--- config.mk ---
export PLATFORM = sky130hd
export DESIGN_NAME = thsm_master
export DESIGN_NICKNAME = d
export VERILOG_FILES = /design/src/thsm_pkg.sv /design/src/thsm_crc8.sv /design/src/thsm_master.sv
export VERILOG_INCLUDE_DIRS = /design/src
export SDC_FILE = /design/constraint.sdc
export NUM_CORES = 1
export LEC_CHECK = 0
export ABC_AREA = 1
export BUFFER_PORTS_ARGS = -buffer_cell sky130_fd_sc_hd__buf_2
export CAP_MARGIN = 40
export CORE_UTILIZATION = 55
export DETAILED_ROUTE_END_ITERATION = 10
export MAX_ROUTING_LAYER = met4
export PLACE_DENSITY_LB_ADDON = 0.2
export RECOVER_POWER = 25
export SYNTH_ARGS = -nofsm -noshare
export SYNTH_HDL_FRONTEND = slang
export SYNTH_HIERARCHICAL = 1
export SYNTH_SLANG_ARGS = --single-unit
--- constraint.sdc ---
create_clock -name ref_clk_in -period 1.8 [get_ports ref_clk_in]
set_input_delay 0.09 -clock ref_clk_in [delete_from_list [all_inputs] [get_ports ref_clk_in]]
set_output_delay 0.09 -clock ref_clk_in [all_outputs]
set_load 0.005 [all_outputs]
--- src/thsm_regs.svh ---
/*
 * Constants of the thermometer bus master: opcodes, bit timing and the
 * long clock-low holds. Assumes a 25 MHz system clock (40 ns period).
 */
// Notes on behaviour
// - address zero with write always answered
// - master restarts message after any NACK; code gives up after TRIES attempts
// - PEC is CRC-8, poly x8+x2+x+1
// - every byte sent MSB first
// - data changes in low phase, sampled rising
// - erase cell with 0x0000 before writing
// - master avoids calibration words 0x04..0x0D
// - clock between 10 kHz and 100 kHz
// - clock low over 39 ms leaves PWM
// - sleep by command only, clock high asleep
// - clock low over 8 ms wakes target
`ifndef THSM_REGS_SVH
`define THSM_REGS_SVH
`define THSM_CLK_NS 40
`define THSM_QTR_NS 2500
`define THSM_SDA_DLY_NS 300
`define THSM_REQ_LOW_NS 39000000
`define THSM_WAKE_LOW_NS 8000000
`define THSM_SETTLE_NS 300000000
`define THSM_OPC_EEPROM 4'h1
`define THSM_OPC_RAM 4'h2
`define THSM_OPC_SLEEP 8'hC6
`define THSM_CAL_FIRST 4'h4
`define THSM_CRC_POLY 8'h07
`define THSM_CRC_INIT 8'h00
`endif

--- src/thsm_pkg.sv ---
/*
 * Types of the thermometer bus master.
 * Assumes thsm_regs.svh supplies the numeric constants.
 */
package thsm_pkg;
   // requested operation
   typedef enum logic [2:0] {
      THSM_OP_READ, THSM_OP_WRITE, THSM_OP_SLEEP, THSM_OP_REQUEST,
      THSM_OP_WAKE
   } thsm_op_type;
   // outcome of an operation
   typedef enum logic [1:0] {
      THSM_ST_OK, THSM_ST_NACK, THSM_ST_PEC, THSM_ST_REFUSED
   } thsm_stat_type;
   // sequencer states
   typedef enum logic [2:0] {
      S_IDLE, S_HOLD, S_SETTLE, S_START, S_BIT, S_ACK, S_STOP, S_DONE
   } thsm_state_type;
endpackage : thsm_pkg

--- src/thsm_crc8.sv ---
/*
 * Serial CRC-8 over wire bits, MSB first.
 * Assumes the caller feeds only data bits, never start, stop or ack.
 */
`timescale 1ns/100ps
`include "thsm_regs.svh"
module thsm_crc8 (
   input wire logic ref_clk_in,
   input wire logic nrst_in,
   input wire logic clr_in,
   input wire logic en_in,
   input wire logic bit_in,
   output logic [7:0] crc_out
);
   logic fb; // feedback bit
   assign fb = crc_out[7] ^ bit_in;
   // shift one bit per enable, clear wins
   always_ff @(posedge ref_clk_in or negedge nrst_in) begin
      if (!nrst_in) begin
         crc_out <= `THSM_CRC_INIT;
      end else if (clr_in) begin
         crc_out <= `THSM_CRC_INIT;
      end else if (en_in) begin
         crc_out <= {crc_out[6:0], 1'b0} ^
            (fb ? `THSM_CRC_POLY : 8'h00);
      end
   end
endmodule : thsm_crc8

--- src/thsm_master.sv ---
/*
 * Bus master for the infrared thermometer: read word, write word with
 * erase, sleep command, and long clock-low request and wake holds.
 * Assumes open-drain pins with pull-ups resolved outside, one master.
 */
`timescale 1ns/100ps
`include "thsm_regs.svh"
module thsm_master import thsm_pkg::*; #(
   parameter int QTR_CYC = (`THSM_QTR_NS + `THSM_CLK_NS - 1) / `THSM_CLK_NS,
   parameter int REQ_CYC = `THSM_REQ_LOW_NS / `THSM_CLK_NS + 1,
   parameter int WAKE_CYC = `THSM_WAKE_LOW_NS / `THSM_CLK_NS + 1,
   parameter int SETTLE_CYC = `THSM_SETTLE_NS / `THSM_CLK_NS,
   parameter int TRIES = 3
) (
   input wire logic ref_clk_in,
   input wire logic nrst_in,
   input wire logic cmd_valid_in,
   output logic cmd_ready_out,
   input wire thsm_op_type cmd_op_in,
   input wire logic [6:0] taddr_in,
   input wire logic ram_sel_in,
   input wire logic [3:0] maddr_in,
   input wire logic [15:0] wdata_in,
   output logic done_out,
   output thsm_stat_type status_out,
   output logic [15:0] rdata_out,
   output logic rdata_err_out,
   output logic asleep_out,
   input wire logic scl_in,
   output logic scl_out,
   output logic scl_oe_out,
   input wire logic sda_in,
   output logic sda_out,
   output logic sda_oe_out
);
   localparam int SDA_DLY =
      (`THSM_SDA_DLY_NS + `THSM_CLK_NS - 1) / `THSM_CLK_NS;
   // refuse rates outside 10..100 kHz and settle, request or try counts beyond their counters
   if (4 * QTR_CYC * `THSM_CLK_NS < 10000 ||
       4 * QTR_CYC * `THSM_CLK_NS > 100000 || SDA_DLY >= QTR_CYC ||
       SETTLE_CYC >= 2**24 || REQ_CYC >= 2**24 || WAKE_CYC < 1 ||
       TRIES < 1 || TRIES > 15) begin : g_chk
      $error("thsm_master: unusable parameter values");
   end

   thsm_state_type state_q; // sequencer state
   thsm_op_type op_q; // latched operation
   thsm_stat_type stat_q; // latched outcome
   logic [1:0] ph_q; // quarter within a bit
   logic [2:0] bit_q; // bit within a byte
   logic [2:0] idx_q; // byte within a message
   logic [3:0] try_q; // attempts made so far
   logic [11:0] div_q; // quarter-period divider
   logic [23:0] cnt_q; // long hold counter
   logic [7:0] shift_q; // byte shifter
   logic [6:0] taddr_q; // target address
   logic [7:0] cmd_q; // command byte
   logic [15:0] wdata_q; // word to write
   logic erase_q; // erase pass pending
   logic bad_q; // nack or pec fault seen
   logic ram_q; // last read was RAM
   logic scl_m_q, scl_s_q, sda_m_q, sda_s_q; // pin synchronisers
   logic qtick, stick, rx, crc_clr, crc_en;
   logic [7:0] crc;

   // byte sent at a given position of the message
   function automatic logic [7:0] tx_byte(input thsm_op_type op,
      input logic [2:0] idx, input logic [7:0] crcv);
      logic [15:0] w;
      w = erase_q ? 16'h0000 : wdata_q;
      tx_byte = crcv; // PEC by default
      if (idx == 3'h0) tx_byte = {taddr_q, 1'b0}; // zero allowed
      else if (idx == 3'h1) tx_byte = cmd_q;
      else if (op == THSM_OP_READ && idx == 3'h2) tx_byte = {taddr_q, 1'b1};
      else if (op == THSM_OP_WRITE && idx == 3'h2) tx_byte = w[7:0];
      else if (op == THSM_OP_WRITE && idx == 3'h3) tx_byte = w[15:8];
   endfunction : tx_byte

   // index of the final byte of each message
   function automatic logic [2:0] last_idx(input thsm_op_type op);
      case (op)
         THSM_OP_READ: last_idx = 3'h5;
         THSM_OP_WRITE: last_idx = 3'h4;
         default: last_idx = 3'h2;
      endcase
   endfunction : last_idx

   assign rx = (op_q == THSM_OP_READ) && (idx_q >= 3'h3);
   assign qtick = (div_q == 12'(QTR_CYC - 1));
   assign stick = (div_q == 12'(SDA_DLY - 1)) && (ph_q == 2'h0);
   assign cmd_ready_out = (state_q == S_IDLE);
   assign scl_out = 1'b0; // open drain: only ever pulls low
   assign sda_out = 1'b0;
   assign crc_clr = (state_q == S_START) && (idx_q == 3'h0);
   assign crc_en = (state_q == S_BIT) && qtick && ph_q == 2'h2 && scl_s_q;
   assign rdata_err_out = ram_q && rdata_out[15];

   // two flops on each pin before any logic looks at it
   always_ff @(posedge ref_clk_in or negedge nrst_in) begin
      if (!nrst_in) begin
         {scl_m_q, scl_s_q, sda_m_q, sda_s_q} <= 4'hF;
      end else begin
         scl_m_q <= scl_in;
         scl_s_q <= scl_m_q;
         sda_m_q <= sda_in;
         sda_s_q <= sda_m_q;
      end
   end

   // quarter-bit divider, parked while idle so bits start aligned
   always_ff @(posedge ref_clk_in or negedge nrst_in) begin
      if (!nrst_in) div_q <= 12'h000;
      else if (state_q == S_IDLE || qtick) div_q <= 12'h000;
      else div_q <= div_q + 12'h001;
   end

   thsm_crc8 u_crc (
      .ref_clk_in(ref_clk_in),
      .nrst_in(nrst_in),
      .clr_in(crc_clr),
      .en_in(crc_en),
      .bit_in(sda_s_q),
      .crc_out(crc)
   );

   // pin drivers; in data and ack bits sda moves a few cycles after scl falls, start and stop move it with scl high
   always_ff @(posedge ref_clk_in or negedge nrst_in) begin
      if (!nrst_in) begin
         scl_oe_out <= 1'b0;
         sda_oe_out <= 1'b0;
      end else begin
         case (state_q)
            S_HOLD: begin // long low, data line left alone
               scl_oe_out <= 1'b1;
               sda_oe_out <= 1'b0;
            end
            S_START: begin // start or repeated start
               if (qtick && ph_q == 2'h0) sda_oe_out <= 1'b0;
               if (qtick && ph_q == 2'h1) scl_oe_out <= 1'b0;
               if (qtick && ph_q == 2'h2) sda_oe_out <= 1'b1;
               if (qtick && ph_q == 2'h3) scl_oe_out <= 1'b1;
            end
            S_BIT, S_ACK: begin
               if (stick && state_q == S_BIT) begin
                  sda_oe_out <= !rx && !shift_q[7]; // MSB first
               end else if (stick) begin
                  // ack every word byte, nack the PEC
                  sda_oe_out <= rx && (idx_q != last_idx(op_q));
               end
               if (qtick && ph_q == 2'h1) scl_oe_out <= 1'b0;
               if (qtick && ph_q == 2'h3) scl_oe_out <= 1'b1;
            end
            S_STOP: begin
               if (stick) sda_oe_out <= 1'b1;
               if (qtick && ph_q == 2'h1) scl_oe_out <= 1'b0;
               if (qtick && ph_q == 2'h2) sda_oe_out <= 1'b0;
            end
            default: begin // idle keeps clock high, also asleep
               scl_oe_out <= 1'b0;
               sda_oe_out <= 1'b0;
            end
         endcase
      end
   end

   // message sequencer
   always_ff @(posedge ref_clk_in or negedge nrst_in) begin
      if (!nrst_in) begin
         state_q <= S_IDLE;
         op_q <= THSM_OP_READ;
         stat_q <= THSM_ST_OK;
         {ph_q, bit_q, idx_q, try_q} <= 12'h000;
         cnt_q <= 24'h000000;
         shift_q <= 8'h00;
         taddr_q <= 7'h00;
         cmd_q <= 8'h00;
         wdata_q <= 16'h0000;
         {erase_q, bad_q, ram_q, done_out, asleep_out} <= 5'h00;
         rdata_out <= 16'h0000;
      end else begin
         done_out <= 1'b0;
         case (state_q)
            S_IDLE: if (cmd_valid_in) begin
               op_q <= cmd_op_in;
               taddr_q <= taddr_in;
               wdata_q <= wdata_in;
               {ph_q, idx_q, try_q, cnt_q} <= 33'h0;
               stat_q <= THSM_ST_OK;
               bad_q <= 1'b0;
               erase_q <= (cmd_op_in == THSM_OP_WRITE);
               case (cmd_op_in)
                  THSM_OP_READ: begin
                     cmd_q <= {ram_sel_in ? `THSM_OPC_RAM : `THSM_OPC_EEPROM,
                        maddr_in};
                     ram_q <= ram_sel_in;
                     state_q <= S_START;
                  end
                  THSM_OP_WRITE: begin
                     cmd_q <= {`THSM_OPC_EEPROM, maddr_in};
                     if (maddr_in >= `THSM_CAL_FIRST) begin
                        stat_q <= THSM_ST_REFUSED;
                        state_q <= S_DONE;
                     end else state_q <= S_START;
                  end
                  THSM_OP_SLEEP: begin
                     cmd_q <= `THSM_OPC_SLEEP;
                     state_q <= S_START;
                  end
                  default: state_q <= S_HOLD;
               endcase
            end
            S_HOLD: begin // wake and request both only need time
               cnt_q <= cnt_q + 24'h1;
               if (cnt_q == 24'((op_q == THSM_OP_WAKE) ? WAKE_CYC - 1
                  : REQ_CYC - 1)) begin
                  cnt_q <= 24'h0;
                  state_q <= (op_q == THSM_OP_WAKE) ? S_SETTLE : S_DONE;
               end
            end
            S_SETTLE: begin // data not valid right after waking
               cnt_q <= cnt_q + 24'h1;
               asleep_out <= 1'b0;
               if (cnt_q == 24'(SETTLE_CYC - 1)) state_q <= S_DONE;
            end
            S_START: if (qtick) begin
               ph_q <= ph_q + 2'h1;
               if (ph_q == 2'h3) begin
                  state_q <= S_BIT;
                  bit_q <= 3'h0;
                  shift_q <= tx_byte(op_q, idx_q, crc);
               end
            end
            S_BIT: if (qtick && !(ph_q == 2'h2 && !scl_s_q)) begin
               // a held-low clock stretches the high quarter
               ph_q <= ph_q + 2'h1;
               if (ph_q == 2'h2) shift_q <= {shift_q[6:0], sda_s_q};
               if (ph_q == 2'h3) begin
                  bit_q <= bit_q + 3'h1;
                  if (bit_q == 3'h7) state_q <= S_ACK;
               end
            end
            S_ACK: if (qtick && !(ph_q == 2'h2 && !scl_s_q)) begin
               ph_q <= ph_q + 2'h1;
               if (ph_q == 2'h2 && !rx && sda_s_q) begin
                  bad_q <= 1'b1; // target silent or refused
                  stat_q <= THSM_ST_NACK;
               end
               if (ph_q == 2'h3) begin
                  if (op_q == THSM_OP_READ && idx_q == 3'h3)
                     rdata_out[7:0] <= shift_q;
                  if (op_q == THSM_OP_READ && idx_q == 3'h4)
                     rdata_out[15:8] <= shift_q;
                  if (bad_q || idx_q == last_idx(op_q)) begin
                     state_q <= S_STOP;
                     if (rx && crc != 8'h00) begin
                        bad_q <= 1'b1;
                        stat_q <= THSM_ST_PEC;
                     end
                  end else begin
                     idx_q <= idx_q + 3'h1;
                     bit_q <= 3'h0;
                     if (op_q == THSM_OP_READ && idx_q == 3'h1) begin
                        state_q <= S_START; // repeated start
                     end else begin
                        state_q <= S_BIT;
                        shift_q <= tx_byte(op_q, idx_q + 3'h1, crc);
                     end
                  end
               end
            end
            S_STOP: if (qtick) begin
               ph_q <= ph_q + 2'h1;
               if (ph_q == 2'h3) begin
                  idx_q <= 3'h0;
                  if (bad_q && try_q < 4'(TRIES - 1)) begin
                     try_q <= try_q + 4'h1;
                     bad_q <= 1'b0;
                     stat_q <= THSM_ST_OK;
                     state_q <= S_START;
                  end else if (!bad_q && erase_q && wdata_q != 16'h0) begin
                     erase_q <= 1'b0; // erased, now the real word
                     try_q <= 4'h0;
                     state_q <= S_START;
                  end else state_q <= S_DONE;
               end
            end
            default: begin // S_DONE
               done_out <= 1'b1;
               if (op_q == THSM_OP_SLEEP && stat_q == THSM_ST_OK)
                  asleep_out <= 1'b1;
               state_q <= S_IDLE;
            end
         endcase
      end
   end
   assign status_out = stat_q;
endmodule : thsm_master

==> impl_results.md <==
- Outcome: complete, but fails checks
- Violated checks: negative setup slack
- Worst Hold Class: in2reg
- Final Wtd Congestion: 0.989
- Antenna fix cells: 0
- Commonest non-fill, non-tap cell in the layout: nand2_1
- Pin count of the biggest net entering global routing: slightly below 50
- R2r startpoint: state_q[1]$_DFFE_PN0P_
- Hold Path Origin: cmd_valid_in
- Ys async rst share: 1.00
- Die ar.: about 15000 sq um
- Clk_lat worst skew: 440 ps
- Core area: between 10000 and 15000 sq um
- CTS Sinks: approximately 130
- Final worst path period share: 1.09
- Inserted Clock Buffers: 17
- Chip width: approximately 120 microns
- Syn Area/Cell: between 7 and 8 sq um
- Netlist Area Pre-Place: slightly above 8000 sq um
- Routed wire per std cell: 17.6 microns
- Sequential Power Share: 0.231
- Final hold vios: 0
- IO Port Bufs: approximately 60
- Final setup viols: 50
- Vias per Instance: between 5 and 6
- Most frequent cells in the layout: 275 x nand2_1, 159 x inv_1, 137 x buf_4
- Pre-CTS WS: -160 ps
- RSZ-0062 raised after global routing: yes
- GRT Resource Usage Total: 0.357
- Worst slew margin: 0.298
- Top_reg_cell synth: dfrtp_1
- Seq cells post-synth: about 130
- Placed Area: 9570 sq um
- Fill cell count: approximately 970
- Starting density of the core: 0.563
- Post-Layout Inst Area: approximately 12000 sq um
- Post-route ant nets: 0
- Syn. warnings: 6
- P_sw: ~8600 uW
- Fin cells: 1609
- Fin crit period: between 1500 and 2000 ps
- Root Buffer: clkbuf_16
- Max-cap violations: 0
- Leakage: just under 0.006 uW
- Initial antenna violation count: 0
- Setup ws final: -164 ps
- Top Ports: 62
- Switching Fraction: 0.468
- Max Transition Viols Final: 0
- DPL Wire Length: ~19 mm
- Crit. Startpoint: state_q[1]$_DFFE_PN0P_
- Setup Crit Path Kind: reg2reg
- Synth cell types: 49
- Max Fanout on Critical Path: 9
- Clock network fraction of total power: 0.187
- First-pass GRT wire length: roughly 40 mm
- CP peak stage delay: 470 ps
- Hold_ws: slightly below 300 ps
- Global route total overflow: 0
- WL final: 28.3 mm
- CP max-delay cell: dfrtp_2
- Critical path startpoint category: flop
- Required @ worst endpoint: ~2200 ps
- Final net count: ~1500
- Die Y-Extent: 124 microns
- Area of the multi-input gates: 4800 sq um
- Number of synthesized flops with an enable pin: 0
- DR pass1 iterations: 6
- Vias in the first global route: around 8200
- Worst-path cell chain: buf_4 -> nor2_2 -> nand2_4 -> inv_2 -> buf_4 -> nand2_4 -> buf_4 -> nand4_1 -> nor2_1 -> nor2_1
- CTS tree: built
- P_int: between 9000 and 10000 uW
- CTS max path bufs: 2
- Reg clk slew, reported paths: roughly 60 ps
- CP most frequent cell: buf_4
- Final Skew: ~12 ps
- Drt drc: 0
- Post-layout util: 0.802
- Worst EP arrival: between 2000 and 2500 ps
- Fmax: between 0.5 and 0.6 GHz
- Part of the power in combinational logic: 0.583
- Htree depth: 4
- Row count: 44
- Initial drt markers: approximately 1000
- Layout Area Growth over Synthesis: 42.5%
- Placed insts: about 1500
- Pwr dens: approximately 1600 nW/um^2
- Register Area: 3240 sq um
- Post-synthesis sequential area ratio: 0.397
- Mapped Cells: 1157
- Slew @ Worst Pin: approximately 1100 ps
- Via count: 9072
- Fraction of layout instances using a drive strength above 1: 0.316
- Worst vdd ir: 1070 uV
- Crit. End Element: flop
==> kinds of logic after synthesis <==
group | after synthesis | synth area share
fa+ha+maj | 18 | 0.0276
simple gates | 631 | 0.355
compound gates | 158 | 0.106
buf+inv | 208 | 0.102
xor+xnor | 12 | 0.0129
flops | 129 | 0.397
other cells | 1 | 0.000460
==> final timing paths <==
check	endpoint	slack, ps	cells past startpoint
hold reg to reg	scl_s_q$_DFF_PN1_	360	0
max in group asynchronous	rdata_out[9]$_DFFE_PN0P_	240	3
setup / recovery	shift_q[3]$_DFFE_PN0P_	-160	10
setup reg to reg	shift_q[3]$_DFFE_PN0P_	-160	10
hold / removal	wdata_q[8]$_DFFE_PN0P_	300	7
min in group asynchronous	wdata_q[0]$_DFFE_PN0P_	380	2
==> flip-flops by register name (all words and copies together), names as in the netlist, 4 cells and up <==
name	flops
try_q	4
rdata_out	16
u_crc/crc_out	8
div_q	12
cnt_q	24
shift_q	8
cmd_q	7
wdata_q	16
taddr_q	7
==> cell usage after synthesis (2+ instances only) <==
master | number | area, sq um
clkinv_1 | 2 | 7.51
nor3_4 | 2 | 32.5
nand3_1 | 92 | 460
inv_1 | 171 | 642
a21oi_1 | 34 | 170
ha_1 | 18 | 225
o211ai_1 | 6 | 45.0
nor2_1 | 106 | 398
nand4_2 | 3 | 37.5
nand2_1 | 316 | 1190
nand4_1 | 29 | 181
clkbuf_1 | 9 | 33.8
xor2_1 | 12 | 105
buf_4 | 5 | 37.5
buf_2 | 3 | 15.0
buf_6 | 3 | 33.8
nor2_2 | 13 | 81.3
o22ai_1 | 6 | 37.5
nand2_2 | 12 | 75.1
inv_2 | 11 | 41.3
nor3_2 | 2 | 20.0
a211oi_1 | 2 | 15.0
o21ai_2 | 3 | 26.3
nor2_4 | 7 | 78.8
or2_2 | 2 | 12.5
nand2_4 | 6 | 67.6
nor4_1 | 7 | 43.8
o21ai_0 | 97 | 485
nand3_2 | 6 | 60.1
buf_1 | 3 | 11.3
nor3b_1 | 2 | 15.0
dfrtp_1 | 125 | 3130
dfstp_2 | 4 | 105
nor3_1 | 23 | 115
==> per-stage QoR <==
step | total power [uW] | setup TNS (ps)
6_report | 18400 | -3720
3_3_place_gp | 12300 | -906
4_1_cts | 16500 | -435
5_1_grt | 19400 | -8020
2_1_floorplan | 9200 | 0
3_5_place_dp | 12500 | -1970
==> final cells by class <==
type	count	share of cell area
repair buffers	258	0.177
inverters	184	0.0612
well taps	184	0.0198
flip-flops and latches	129	0.279
clock inverters	15	0.0127
clock buffers	17	0.0366
multi-input cells	822	0.414
==> layer usage <==
layer | GRT usage | up-vias | wire length (microns)
met2 | 0.553 | 489 | 13500
met3 | 0.0842 | 95 | 2340
met1 | 0.460 | 4266 | 11600
li1 | - | 4222 | -
met5 | - | - | 0
met4 | 0.118 | 0 | 898
==> power groups by stage <==
stage,clock [uW],combinational [uW],sequential (uW)
3_5_place_dp,0,8290,4190
5_1_grt,3580,11500,4320
3_3_place_gp,0,8160,4180
2_1_floorplan,0,5150,4050
4_1_cts,3430,8880,4190
6_report,3440,10700,4250
==> worst max-delay path: cells and delay by family, from the launching register on <==
family                 cells  cell delay, ps
buffers and inverters      4             690
flip-flops                 1             470
AND/OR/NAND/NOR            6             710
==> repair_timing <==
action                                  4_1_cts  5_1_grt
pin swaps                                    16       39
buffers inserted                              8       33
hold buffers                                 34        0
hold endpoints to repair                    160        0
cloned                                        0        3
gates resized for setup                      55      175
endpoints found under the setup margin       37       71
Note: power is estimated with default switching activity, not from simulation.
